--- config.mk ---
export PLATFORM = sky130hd
export DESIGN_NAME = phy_status_id_advert_regs
export DESIGN_NICKNAME = d
export VERILOG_FILES = /design/src/phy_port_regs_pkg.sv /design/src/phy_status_id_advert_regs.sv
export SDC_FILE = /design/constraint.sdc
export NUM_CORES = 1
export LEC_CHECK = 0
export ABC_AREA = 1
export ABC_CLOCK_PERIOD_IN_PS = 1100
export BUFFER_PORTS_ARGS = -buffer_cell sky130_fd_sc_hd__clkbuf_2
export CORE_ASPECT_RATIO = 1.1
export CORE_MARGIN = 2
export CORE_UTILIZATION = 47
export DETAILED_ROUTE_END_ITERATION = 6
export PLACE_DENSITY_LB_ADDON = 0.1
export SYNTH_ARGS = -nofsm -noshare
export SYNTH_HDL_FRONTEND = slang
export SYNTH_SLANG_ARGS = --single-unit
--- constraint.sdc ---
create_clock -name mclk -period 1.1 [get_ports mclk]
set_input_delay 0.11 -clock mclk [delete_from_list [all_inputs] [get_ports mclk]]
set_output_delay 0.11 -clock mclk [all_outputs]
set_load 0.02 [all_outputs]
--- src/phy_port_regs_pkg.sv ---
// Constants and carrier types for one port's status, identifier and advertisement registers
package phy_port_regs_pkg;

  // Register offsets below the port nibble
  localparam logic [11:0] off_status     = 12'h0102;
  localparam logic [11:0] off_ident_high = 12'h0104;
  localparam logic [11:0] off_ident_low  = 12'h0106;
  localparam logic [11:0] off_advert     = 12'h0108;

  // Basic status field positions
  localparam int pos_t4        = 15;
  localparam int pos_fd100     = 14;
  localparam int pos_hd100     = 13;
  localparam int pos_fd10      = 12;
  localparam int pos_hd10      = 11;
  localparam int pos_ext_stat  = 8;
  localparam int pos_preamble  = 6;
  localparam int pos_neg_done  = 5;
  localparam int pos_far_fault = 4;
  localparam int pos_neg_able  = 3;
  localparam int pos_link      = 2;
  localparam int pos_jabber    = 1;
  localparam int pos_ext_cap   = 0;

  // Fixed ones of the status word: speed abilities, preamble, negotiation able, extended caps
  localparam logic [15:0] status_fixed = 16'h7849;

  // Advertisement reset value and the bits software may write
  localparam logic [15:0] advert_reset = 16'h05E1;
  localparam logic [15:0] advert_wmask = 16'hADFF;
  localparam int          pos_adv_t4   = 9;

  // Pause field encodings
  localparam logic [1:0] pause_none = 2'h0;
  localparam logic [1:0] pause_sym  = 2'h1;
  localparam logic [1:0] pause_asym = 2'h2;
  localparam logic [1:0] pause_both = 2'h3;

  typedef struct packed {
    logic       next_page;
    logic       rsvd14;
    logic       far_fault;
    logic       rsvd12;
    logic [1:0] pause;
    logic       t4;
    logic       fd100;
    logic       hd100;
    logic       fd10;
    logic       hd10;
    logic [4:0] selector;
  } advert_t;

  typedef struct packed {
    logic        rd;
    logic        wr;
    logic [15:0] addr;
    logic [15:0] wdata;
  } reg_req_t;

endpackage

--- src/phy_status_id_advert_regs.sv ---
// Per-port status, identifier and advertisement registers of an integrated copper transceiver
//
// How it works
// - status bit 15 always reads zero
// - status bits 14 to 11 read one
// - status bit 8 reads zero
// - status bit 6 reads one
// - status bit 5 shows negotiation done
// - far-end fault latches high until read
// - status bit 3 reads one
// - jabber latches high until read
// - status bit 0 reads one
// - high identifier word is fixed
// - low identifier word is fixed
// - next-page advert bit writable, resets zero
// - far-fault advert bit writable, resets zero
// - pause field writable, resets to symmetric
// - advert bit 9 always reads zero
// - four speed advert bits writable, reset one
// - restart renegotiates using current advertisement
`timescale 1ns/1ps
`default_nettype none

module phy_status_id_advert_regs #(
  parameter int          port_num   = 1,
  parameter logic [15:0] ident_high = 16'hA5C3,  // Arbitrary value
  parameter logic [15:0] ident_low  = 16'h5A3C   // Arbitrary value
) (
  // Clock and reset
  input  wire logic                        mclk,
  input  wire logic                        reset,
  // Register access from the switch register space
  input  wire phy_port_regs_pkg::reg_req_t req,
  output var  logic [15:0]                 rdata,
  output var  logic                        rdvalid,
  // Line and negotiation events
  input  wire logic                        link_up,
  input  wire logic                        far_fault,
  input  wire logic                        jabber,
  input  wire logic                        neg_done,
  // Negotiation engine
  input  wire logic                        restart_req,
  output var  logic                        neg_restart,
  output var  phy_port_regs_pkg::advert_t  advert
);

  // Only ports 1 to 5 exist; any other nibble would alias a foreign port's registers
  if (port_num < 1 || port_num > 5)
  begin : g_bad_port
    $error("port_num must lie between 1 and 5");
  end

  ////////////////////////////////////////////////////////////////////////////
  // Address decode

  localparam logic [3:0] port_nib = 4'(port_num);

  wire logic hit_port    = (req.addr[15:12] == port_nib);
  wire logic hit_status  = hit_port && (req.addr[11:0] == phy_port_regs_pkg::off_status);
  wire logic hit_high    = hit_port && (req.addr[11:0] == phy_port_regs_pkg::off_ident_high);
  wire logic hit_low     = hit_port && (req.addr[11:0] == phy_port_regs_pkg::off_ident_low);
  wire logic hit_advert  = hit_port && (req.addr[11:0] == phy_port_regs_pkg::off_advert);
  wire logic rd_status   = req.rd && hit_status;
  wire logic wr_advert   = req.wr && hit_advert;

  ////////////////////////////////////////////////////////////////////////////
  // Latched status flags

  logic fault_latched;
  logic jabber_latched;
  logic link_latched;

  // An event in the reading cycle survives the clear
  wire logic next_fault  = far_fault || (fault_latched && !rd_status);
  wire logic next_jabber = jabber || (jabber_latched && !rd_status);
  // A loss holds the bit low; a read reloads the live state
  wire logic next_link   = rd_status ? link_up : (link_latched && link_up);

  always_ff @(posedge mclk or posedge reset)
  begin
    if (reset)
    begin
      fault_latched  <= 1'b0;
      jabber_latched <= 1'b0;
      link_latched   <= 1'b0;
    end
    else
    begin
      fault_latched  <= next_fault;
      jabber_latched <= next_jabber;
      link_latched   <= next_link;
    end
  end

  ////////////////////////////////////////////////////////////////////////////
  // Status word

  logic [15:0] status_word;

  always_comb
  begin
    status_word = phy_port_regs_pkg::status_fixed;
    status_word[phy_port_regs_pkg::pos_neg_done]  = neg_done;
    status_word[phy_port_regs_pkg::pos_far_fault] = fault_latched;
    status_word[phy_port_regs_pkg::pos_link]      = link_latched;
    status_word[phy_port_regs_pkg::pos_jabber]    = jabber_latched;
  end

  ////////////////////////////////////////////////////////////////////////////
  // Advertisement register

  // Reserved and read-only bits never take a write, so bit 9 stays zero
  wire logic [15:0] next_advert = (req.wdata & phy_port_regs_pkg::advert_wmask)
                                | (16'(advert) & ~phy_port_regs_pkg::advert_wmask);

  always_ff @(posedge mclk or posedge reset)
  begin
    if (reset)
      advert <= phy_port_regs_pkg::advert_reset;
    else if (wr_advert)
      advert <= next_advert;
  end

  // Restart is passed on one cycle later so the engine sees any write of the same cycle
  always_ff @(posedge mclk or posedge reset)
  begin
    if (reset)
      neg_restart <= 1'b0;
    else
      neg_restart <= restart_req;
  end

  ////////////////////////////////////////////////////////////////////////////
  // Read path

  wire logic [15:0] read_mux = hit_status ? status_word :
                               hit_high   ? ident_high  :
                               hit_low    ? ident_low   :
                               hit_advert ? 16'(advert) :
                                            16'h0000;

  logic was_status;
  logic was_high;
  logic was_low;
  logic was_advert;

  always_ff @(posedge mclk or posedge reset)
  begin
    if (reset)
    begin
      rdata      <= 16'h0000;
      rdvalid    <= 1'b0;
      was_status <= 1'b0;
      was_high   <= 1'b0;
      was_low    <= 1'b0;
      was_advert <= 1'b0;
    end
    else
    begin
      rdvalid    <= req.rd;
      rdata      <= req.rd ? read_mux : 16'h0000;
      was_status <= rd_status;
      was_high   <= req.rd && hit_high;
      was_low    <= req.rd && hit_low;
      was_advert <= req.rd && hit_advert;
    end
  end
endmodule

`default_nettype wire

After elaboration in Yosys (flattened, before gate mapping) --
Cells that the tools add are included.
Cells by class: add/sub/neg operators 0, $mul 0, div/mod/pow operators 0, $lt $le $gt $ge 0, equal/unequal tests 5, shift operators 0, muxes and demuxes 6, bitwise logic cells 1, reduce and logical (&&, ||, !) cells 12
Operator list (number):
- 16-bit 2-to-1 mux | 5
- 12-bit by 9-bit equality test with 1-bit output, second input constant | 4
- 16-bit by 15-bit OR with 16-bit output | 1
- 1-bit logical AND | 9
- 4-bit by 1-bit equality test with 1-bit output, second input constant | 1
- 1-bit logical OR | 2
- 1-bit zero test | 1
- 1-bit 2-to-1 mux | 1
Storage, ports and cells: flip-flop bits (word level) 37, bits in latches 0, bits in writable memories 0, memory bits (read-only) 0, logic and storage cells 41, memories 0

Logic depth before layout (Yosys ltp) --
Gate-level depths: netlist (run 1).
word-level depth 7, depth in mapped cells 10, mapped depth without buffers 9

Least setup slack after synthesis (run 1) --
OpenSTA, ideal clock, no wires.
path kind input-to-reg, from input req[22] in the netlist's numbering, to register advert[3] in the netlist's numbering, setup time 0.115 ns, arrival time 0.908 ns, data required time 0.985 ns, slack 0.077 ns, stages 9, cell sequence inv_1 > nand2_1 > nor2_2 > inv_2 > nor2_4 > nand3_4 > buf_6 > o21ai_2 > inv_2
Between the ends: cells in the longest elaborated chain, start to end 3
Ends and longest elaborated chain:
- start: declaration | line phy_status_id_advert_regs.sv:33 | input wire phy_port_regs_pkg::reg_req_t req,
- 12-bit by 9-bit equality test with 1-bit output | line phy_status_id_advert_regs.sv:62 | wire logic hit_advert = hit_port && (req.addr[11:0] == phy_port_regs_pkg::off_advert);
- 1-bit logical AND | line phy_status_id_advert_regs.sv:62
- 1-bit logical AND | line phy_status_id_advert_regs.sv:64 | wire logic wr_advert = req.wr && hit_advert;
- end signal: assignment | line phy_status_id_advert_regs.sv:119 | advert <= phy_port_regs_pkg::advert_reset;
- end signal: assignment | line phy_status_id_advert_regs.sv:121 | advert <= next_advert;
- end: declaration | line phy_status_id_advert_regs.sv:44 | output var phy_port_regs_pkg::advert_t advert
No other way between the ends. A chain may end at the register's enable or synchronous reset.

Worst setup path in the final report (run 1) --
from register advert[5] in the netlist's numbering, to output advert[5] in the netlist's numbering
No word-level cell between the ends.

==> impl_results.md, run 1 <==
* TritonCTS Buffers at 5
* Hpwl dp at between 2 and 3 mm
* CP max stage delay at 0.57 ns
* Crit path max fanout at 2
* R2r setup slk at 0.08 ns
* Run status: finished, violations left
* Initial Utilization at between 40% and 50%
* Pre-CTS setup slack at -0.110 ns
* Synth Cell Area at 1710 um2
* Via density at between 4 and 5
* Total power per unit cell area at 860 nW/um2
* Max-Cap Viols at 0
* Core Footprint at approximately 3400 um2
* Latest clock arrival within the worst-skew pair at 0.33 ns
* Max VDD drop at 0.000538 V
* # clock sinks at 33
* Most frequent cells in the layout: 62 x clkbuf_2, 41 x nand2_1, 35 x inv_1
* Unique cell type count in the Yosys netlist at 24
* Area grow syn2layout at 44.2%
* Initial DRT Pass Iterations at 4
* Share of layout cells above drive strength 1 at 45.7%
* Final slew viol count at 0
* Inst Count DP at 320
* Main flop type after synthesis: dfrtp_1
* Worst R2R End: rdata[6]
* Syn avg cell area at 8.48 um2
* Hold Path Sink: rdvalid
* Rows at 22
* Die Wd at 61.4 um
* Buffers & Inverters on Critical Path at 1
* Post-route minimum period at ~1.1 ns
* Commonest non-fill, non-tap cell in the layout: clkbuf_2
* Worst Setup End Kind: primary output
* Final wirelength at ~3.7 mm
* CTS tree: yes
* Tcrit/Tclk final at 102%
* Setup violators final at 6
* Hold Path Stages at 2
* Fin Hold WS at 0.0417 ns
* Gr usage total at 20.3%
* Post-synthesis cell count at 201
* Clock skew at about 0.0046 ns
* Root buffer cell: clkbuf_4
* Register area share after synthesis at roughly half
* Post-route cell area at 2460 um2
* Vias in the first global route at 1510
* Congestion Overflow GR at 0
* Placed inst area at 2150 um2
* Die Y at 67.2 um
* Die ar. at 4130 um2
* Post-synth EDFFs at 0
* Antenna violations before repair at 0
* Clock buffer depth at 2
* Startpoint class of the critical path: flop
* Slowest stage cell, crit path: dfstp_2
* First-pass GRT wire length at around 6.2 mm
* Final Hold Fails at 0
* Largest net degree at the start of global routing at 34
* I/O Buffers at 68
* Worst Hold Class: in -> reg
* Asr flop ratio synth at 100%
* Antenna cells at 0
* CP delay by family, top: flip-flops
* Non-filler instance count after layout at 348
* Residual DRC count at 0
* Leakage at approximately 1.3 nW
* Yosys Warn Count at 0
* Clk pin slew, worst setup/hold paths at around 0.1 ns
* Synthesized flop and latch total at 33
* Fill count at 298
* Violation count after the first detailed-route iteration at 37
* Hold path start: req[33]
* Worst setup margin at -0.0214 ns
* H-tree levels at 2
* RSZ-0062 raised after global routing: true
* GP Congestion at 0.860
* Top-Level Pins at 75
* Req. time, crit path at about 0.99 ns
* Reg2reg path depth at 4
* Final net count at 340
* Failing checks: negative setup slack
* Crit-path cells: buf_8
* Via Count at 1539
* Antenna viol nets, final at 0
* Maximum clock frequency at 892 MHz
* Reg-to-Reg Start: advert[6]
* Crit path kind: reg -> out
* Drt wl/cell at around 11 um
* CP Data Arrival Time at roughly 1 ns
[layout make-up]
type,count,area (um2),share of cell area [%]
flip-flops and latches,33,833,33.9
clock buffers,5,37.5,1.53
clock inverters,3,17.5,0.712
multi-input cells,114,632,25.7
well taps,48,60.1,2.44
inverters,49,184,7.48
repair buffers,96,696,28.3
[stage by stage]
stage                     power (mW)  util [%]  setup TNS, ns
after floorplan                 1.33         -              0
after global placement          1.43      62.9          -1.27
after detailed placement        1.43      62.9          -2.02
after CTS                       2.15      71.8         -0.282
after global routing            2.24      72.1         -0.318
final                           2.12      72.1        -0.0723
[timing repair]
item                                    in CTS  in global routing
buffers inserted                             1                  0
endpoints found under the hold margin       51                  0
hold buffers                                19                  0
resized for setup                           12                  6
endpoints found under the setup margin       6                  6
[cells in the mapped netlist, types with 3 or more instances]
library cell | count | area share, %
a21oi_1 | 9 | 2.6
buf_4 | 4 | 1.8
buf_6 | 3 | 2.0
dfrtp_1 | 27 | 40
dfstp_2 | 6 | 9.2
inv_1 | 35 | 7.7
inv_2 | 14 | 3.1
nand2_1 | 41 | 9.0
nand2_2 | 10 | 3.7
nand3_1 | 4 | 1.2
nand4_1 | 5 | 1.8
nor2_1 | 14 | 3.1
nor2_2 | 3 | 1.1
nor2_4 | 4 | 2.6
o21ai_2 | 13 | 6.7
[per-layer routing]
metal / track usage (%) / wire (um) / up-vias
li1: - / - / 790
met4: 5.59 / 42 / 0
met1: 21.7 / 1450 / 703
met5: 0 / 0 / -
met3: 5.17 / 177 / 7
met2: 38.4 / 2020 / 39
[cells by family (layout without fill, tap and decap cells)]
logic type | after synthesis | in the layout | synth area share, %
AND/OR/NAND/NOR | 85 | 85 | 25.5
buffers and inverters | 56 | 153 | 14.5
flip-flops | 33 | 33 | 48.9
AO/OA/AOI/OAI | 26 | 26 | 10.9
other | 1 | 3 | 0.220
[where the power goes]
group,leakage (nW),internal [mW],switching (mW)
sequential,0.389,1.22,0.00102
combinational,0.924,0.123,0.122
clock,0.0310,0.241,0.412
[state kept, by name, indices dropped and copies added, names as in the netlist]
name / cells
jabber_latched: 1
link_latched: 1
fault_latched: 1
neg_restart: 1
advert: 13
rdvalid: 1
rdata: 15
[worst max-delay path by stage]
| stage | start | endpoint | slack (ns) | depth (start not counted) |
|---|---|---|---|---|
| 6_report | advert[5] | advert[5] | -0.02 | 1 |
| 5_1_grt | advert[5] | advert[5] | -0.06 | 1 |
| 4_1_cts | advert[5] | advert[5] | -0.06 | 1 |
| 3_5_place_dp | req[22] | rdata[11] | -0.11 | 10 |
| 3_3_place_gp | req[30] | rdata[3] | -0.1 | 10 |
| 2_1_floorplan | req[22] | advert[3] | 0.08 | 9 |
No activity file was read; power rests on OpenSTA's default activity.
==> run 2: changes to the inputs <==
--- a/config.mk
+++ b/config.mk
@@ -13,6 +13,7 @@
 export CORE_UTILIZATION = 47
 export DETAILED_ROUTE_END_ITERATION = 6
 export PLACE_DENSITY_LB_ADDON = 0.1
+export RECOVER_POWER = 100
 export SYNTH_ARGS = -nofsm -noshare
 export SYNTH_HDL_FRONTEND = slang
 export SYNTH_SLANG_ARGS = --single-unit
==> impl_results.md, run 2 (synthesis gave the netlist of run 1 again) <==
* Run status: finished, violations left
* Failing checks: negative setup slack
* Clk pin slew, worst setup/hold paths at 0.10 ns
* Top Registers: rdata x15, advert x13
* Crit path launch: advert[5]
* Reg-to-Reg Start: advert[6]
* Drt wl/cell at 10.7 um
* Clock buffer depth at 2
* Post-Route Setup TNS at -0.0829 ns
* Leakage at 1.32 nW
* Top Metal Used: met4
* Finished Core Util at about 70%
* Startpoint class of the critical path: flop
* Worst Setup End Kind: primary output
* CP Data Arrival Time at around 1.0 ns
* Post-route cell area at 2400 um2
* Latest clock arrival within the worst-skew pair at 0.33 ns
* Non-filler instance count after layout at about 350
* Hpwl dp at ~2.7 mm
* Pwr Total at 2.11 mW
* Rows at 22
* Max VDD drop at 0.000549 V
* Post-route minimum period at 1.12 ns
* Max-Cap Viols at 0
* TritonCTS Buffers at 5
* Max reg flops at 15
* Crit path max fanout at 2
* Critical path depth at 1
* Slew @ Worst Pin at 0.763 ns
* Maximum clock frequency at 892 MHz
* Tcrit/Tclk final at 102%
* Top-Level Pins at 75
* Final wirelength at 3.71 mm
* Reg with most FFs: rdata
* Worst Hold Class: in -> reg
* Clock skew at ~0.0047 ns
* Violation count after the first detailed-route iteration at 38
* Residual DRC count at 0
* Die Y at 67.2 um
* CP delay by family, top: flip-flops
* Die ar. at 4130 um2
* Final Hold Fails at 0
* CTS tree: yes
* Met1 WL at 1.50 mm
* Buffers & Inverters on Critical Path at 1
* Root buffer cell: clkbuf_4
* Reg2reg path depth at 4
* Final net count at 340
* Crit path kind: reg -> out
* Via density at 4.37
* Worst setup margin at -0.0215 ns
* CP max stage delay at 0.57 ns
* Via Count at 1522
* I/O Buffers at 68
* Die Wd at approximately 61 um
* R2r setup slk at about 0.080 ns
* Congestion Overflow GR at 0
* Routed wl met2 at between 2 and 2.5 mm
* Placed inst area at 2150 um2
* H-tree levels at 2
* Req. time, crit path at 0.99 ns
* Vias in the first global route at 1510
* Total power per unit cell area at ~880 nW/um2
* Relative slew slack at 49.2%
* GP Congestion at 0.860
* Worst R2R End: rdata[6]
* Largest net degree at the start of global routing at 34
* Initial Utilization at 50.0%
* Antenna cells at 0
* Most frequent cells in the layout: 60 x clkbuf_2, 42 x nand2_1, 36 x inv_1
* Antenna violations before repair at 0
* RSZ-0062 raised after global routing: true
* Gr usage total at 20.3%
* Final slew viol count at 0
* Setup violators final at 6
* Initial DRT Pass Iterations at 4
* Antenna viol nets, final at 0
* Inst Count DP at 320
* Crit-path cells: buf_8
* Core Footprint at 3410 um2
* Area grow syn2layout at 40.9%
* Hold path start: req[33]
* Commonest non-fill, non-tap cell in the layout: clkbuf_2
* Slowest stage cell, crit path: dfstp_2
* Met3 wire len at 176 um
* First-pass GRT wire length at 6.18 mm
* CP Capture Point: advert[5]
* # clock sinks at 33
* Share of layout cells above drive strength 1 at 42.7%
## run 2: cell count changes in the layout (fill, tap and decap cells not counted), moves of 2 or more
cell	delta
clkbuf_1	+4
clkbuf_2	-2
nor2_1	+2
nor2_4	-3
## run 2: how the worst min path moves through the flow
stage / to / slack [ns] / depth (start not counted)
after floorplan: neg_restart / 0.14 / 0
after global placement: neg_restart / 0.15 / 3
after detailed placement: neg_restart / 0.15 / 3
after CTS: rdvalid / 0.03 / 2
after global routing: rdvalid / 0.10 / 2
final: rdvalid / 0.09 / 2
## run 2: repair_timing
action,in CTS,in global routing
hold buffers,19,0
gates cloned,0,0
gates resized for setup,12,6
hold endpoints to repair,51,0
setup endpoints to repair,6,6
setup buffers,1,0
## run 2: layout make-up
cell class,count,area [um2]
fillers,312,1010
flip-flops and latches,33,833
repair buffers,96,673
multi-input cells,114,597
inverters,49,184
well taps,48,60.1
clock buffers,5,37.5
clock inverters,3,17.5
## run 2: metrics by stage
step                      hold slack, ns  setup slack, ns
final                             0.0939          -0.0215
after global routing               0.100          -0.0650
after CTS                         0.0279          -0.0551
after detailed placement           0.146           -0.110
after global placement             0.146          -0.0988
after floorplan                    0.141           0.0769
## run 2: layer usage
layer / global-route usage [%] / up-vias
li1: - / 791
met1: 21.7 / 688
met2: 38.4 / 39
met3: 5.17 / 4
met4: 5.59 / 0
met5: 0 / -
## run 2: report_power, final
part	total [mW]	internal [mW]	switching [mW]
combinational	0.231	0.115	0.116
clock	0.657	0.241	0.417
sequential	1.22	1.22	0.00102
==> run 3: changes to the inputs <==
--- a/config.mk
+++ b/config.mk
@@ -8,7 +8,7 @@
 export ABC_AREA = 1
 export ABC_CLOCK_PERIOD_IN_PS = 1100
 export BUFFER_PORTS_ARGS = -buffer_cell sky130_fd_sc_hd__clkbuf_2
-export CORE_ASPECT_RATIO = 1.1
+export CORE_ASPECT_RATIO = 2
 export CORE_MARGIN = 2
 export CORE_UTILIZATION = 47
 export DETAILED_ROUTE_END_ITERATION = 6
==> impl_results.md, run 3 (synthesis gave the netlist of run 1 again) <==
* Crit path max fanout at 2
* Hold Path Sink: jabber_latched
* Leakage at 1.16 nW
* Gr usage total at 17.0%
* Clock buffer depth at 2
* Die Y at 89.2 um
* Hpwl dp at 2.46 mm
* Area grow syn2layout at 28.8%
* Violation count after the first detailed-route iteration at 40
* Commonest non-fill, non-tap cell in the layout: nand2_1
* Final wirelength at between 3 and 4 mm
* Antenna cells at 0
* Final net count at 324
* Share of layout cells above drive strength 1 at 36.3%
* CP Data Arrival Time at 0.95 ns
* Core Footprint at 3530 um2
* Max-Cap Viols at 0
* Largest net degree at the start of global routing at 34
* CP max stage delay at between 0.5 and 0.6 ns
* Die ar. at 4160 um2
* Crit-path cells: buf_4
* Worst R2R End: rdata[5]
* Final slew viol count at 0
* Tcrit/Tclk final at 96.7%
* Post-Route Setup TNS at 0 ns
* Reg-to-Reg Start: advert[5]
* Max VDD drop at between 0.0009 and 0.001 V
* R2r setup slk at about 0.13 ns
* Fin Hold WS at 0.0287 ns
* Placed inst area at between 2000 and 2500 um2
* Finished Core Util at around 62%
* Top-Level Pins at 75
* Worst Setup End Kind: primary output
* Slowest stage cell, crit path: dfstp_2
* Crit path kind: reg -> out
* H-tree levels at 2
* Clk pin slew, worst setup/hold paths at 0.07 ns
* Congestion Overflow GR at 0
* Max reg flops at 15
* Worst Hold Class: in -> reg
* Post-route minimum period at between 1 and 1.5 ns
* CP delay by family, top: flip-flops
* Drt wl/cell at 9.44 um
* Residual DRC count at 0
* Rows at 31
* # clock sinks at 33
* First-pass GRT wire length at between 5 and 6 mm
* Run status: finished clean
* Antenna violations before repair at 0
* Final Hold Fails at 0
* Root buffer cell: clkbuf_8
* Latest clock arrival within the worst-skew pair at 0.29 ns
* Reg area at 833 um2
* Vias in the first global route at 1226
* Top Registers: rdata x15, advert x13
* Via density at 4.25
* Reg with most FFs: rdata
* Req. time, crit path at 0.99 ns
* Buffers & Inverters on Critical Path at 1
* Most frequent cells in the layout: 41 x nand2_1, 37 x clkbuf_2, 35 x inv_1
* Via Count at around 1400
* GP Congestion at 0.733
* Initial DRT Pass Iterations at 6
* Setup violators final at 0
* Clock skew at 0.0102 ns
* Fill count at about 350
* Maximum clock frequency at 940 MHz
* Hold Path Stages at 2
* Post-route cell area at 2200 um2
* Hold path start: jabber
* TritonCTS Buffers at 5
* Total power per unit cell area at 1040 nW/um2
* Reg2reg path depth at 5
* Die Wd at approximately 47 um
* Multi-input gate area at between 500 and 600 um2
* Startpoint class of the critical path: flop
* I/O Buffers at between 60 and 70
* RSZ-0062 raised after global routing: false
* Antenna viol nets, final at 0
* CTS tree: yes
* Initial Utilization at 48.3%
## run 3: metal layers
| metal | GRT usage [%] | wire (um) | vias to the layer above |
|---|---|---|---|
| met5 | 0 | 0 | - |
| met2 | 27.8 | 1610 | 49 |
| met3 | 3.64 | 231 | 5 |
| met4 | 7.79 | 65 | 0 |
| li1 | - | - | 752 |
| met1 | 20.7 | 1240 | 609 |
## run 3: where the power goes
group,internal (mW),switching (mW)
clock,0.436,0.443
sequential,1.22,0.000892
combinational,0.0779,0.107
total,1.73,0.551
## run 3: worst max path at each step
stage	end	start	slack, ns	cells after the start
after floorplan	advert[3]	req[22]	0.08	9
after global placement	rdata[3]	req[30]	-0.06	10
after detailed placement	fault_latched	req[22]	-0.08	8
after CTS	advert[0]	advert[0]	0.005	1
after global routing	advert[8]	advert[8]	0.005	1
final	advert[0]	advert[0]	0.04	1
## run 3: what timing repair did
item                                   4_1_cts  5_1_grt
endpoints found under the hold margin       29        0
setup buffers                                1        0
gates cloned                                 0        0
hold buffers                                 3        0
resized for setup                            2       11
setup endpoints to repair                    1        6
## run 3: layout make-up
type	count	share of cell area [%]
flip-flops and latches	33	37.9
clock inverters	3	0.797
multi-input cells	114	27.3
inverters	49	8.37
well taps	49	2.79
clock buffers	5	3.13
repair buffers	80	19.7
## run 3: stage by stage
stage               power, mW  setup slack [ns]  instances
floorplan                1.33            0.0769        203
global placement         1.42           -0.0643        321
detailed placement       1.43           -0.0774        321
CTS                      2.32           0.00536        333
global route             2.38           0.00504        333
finish                   2.28            0.0361        333
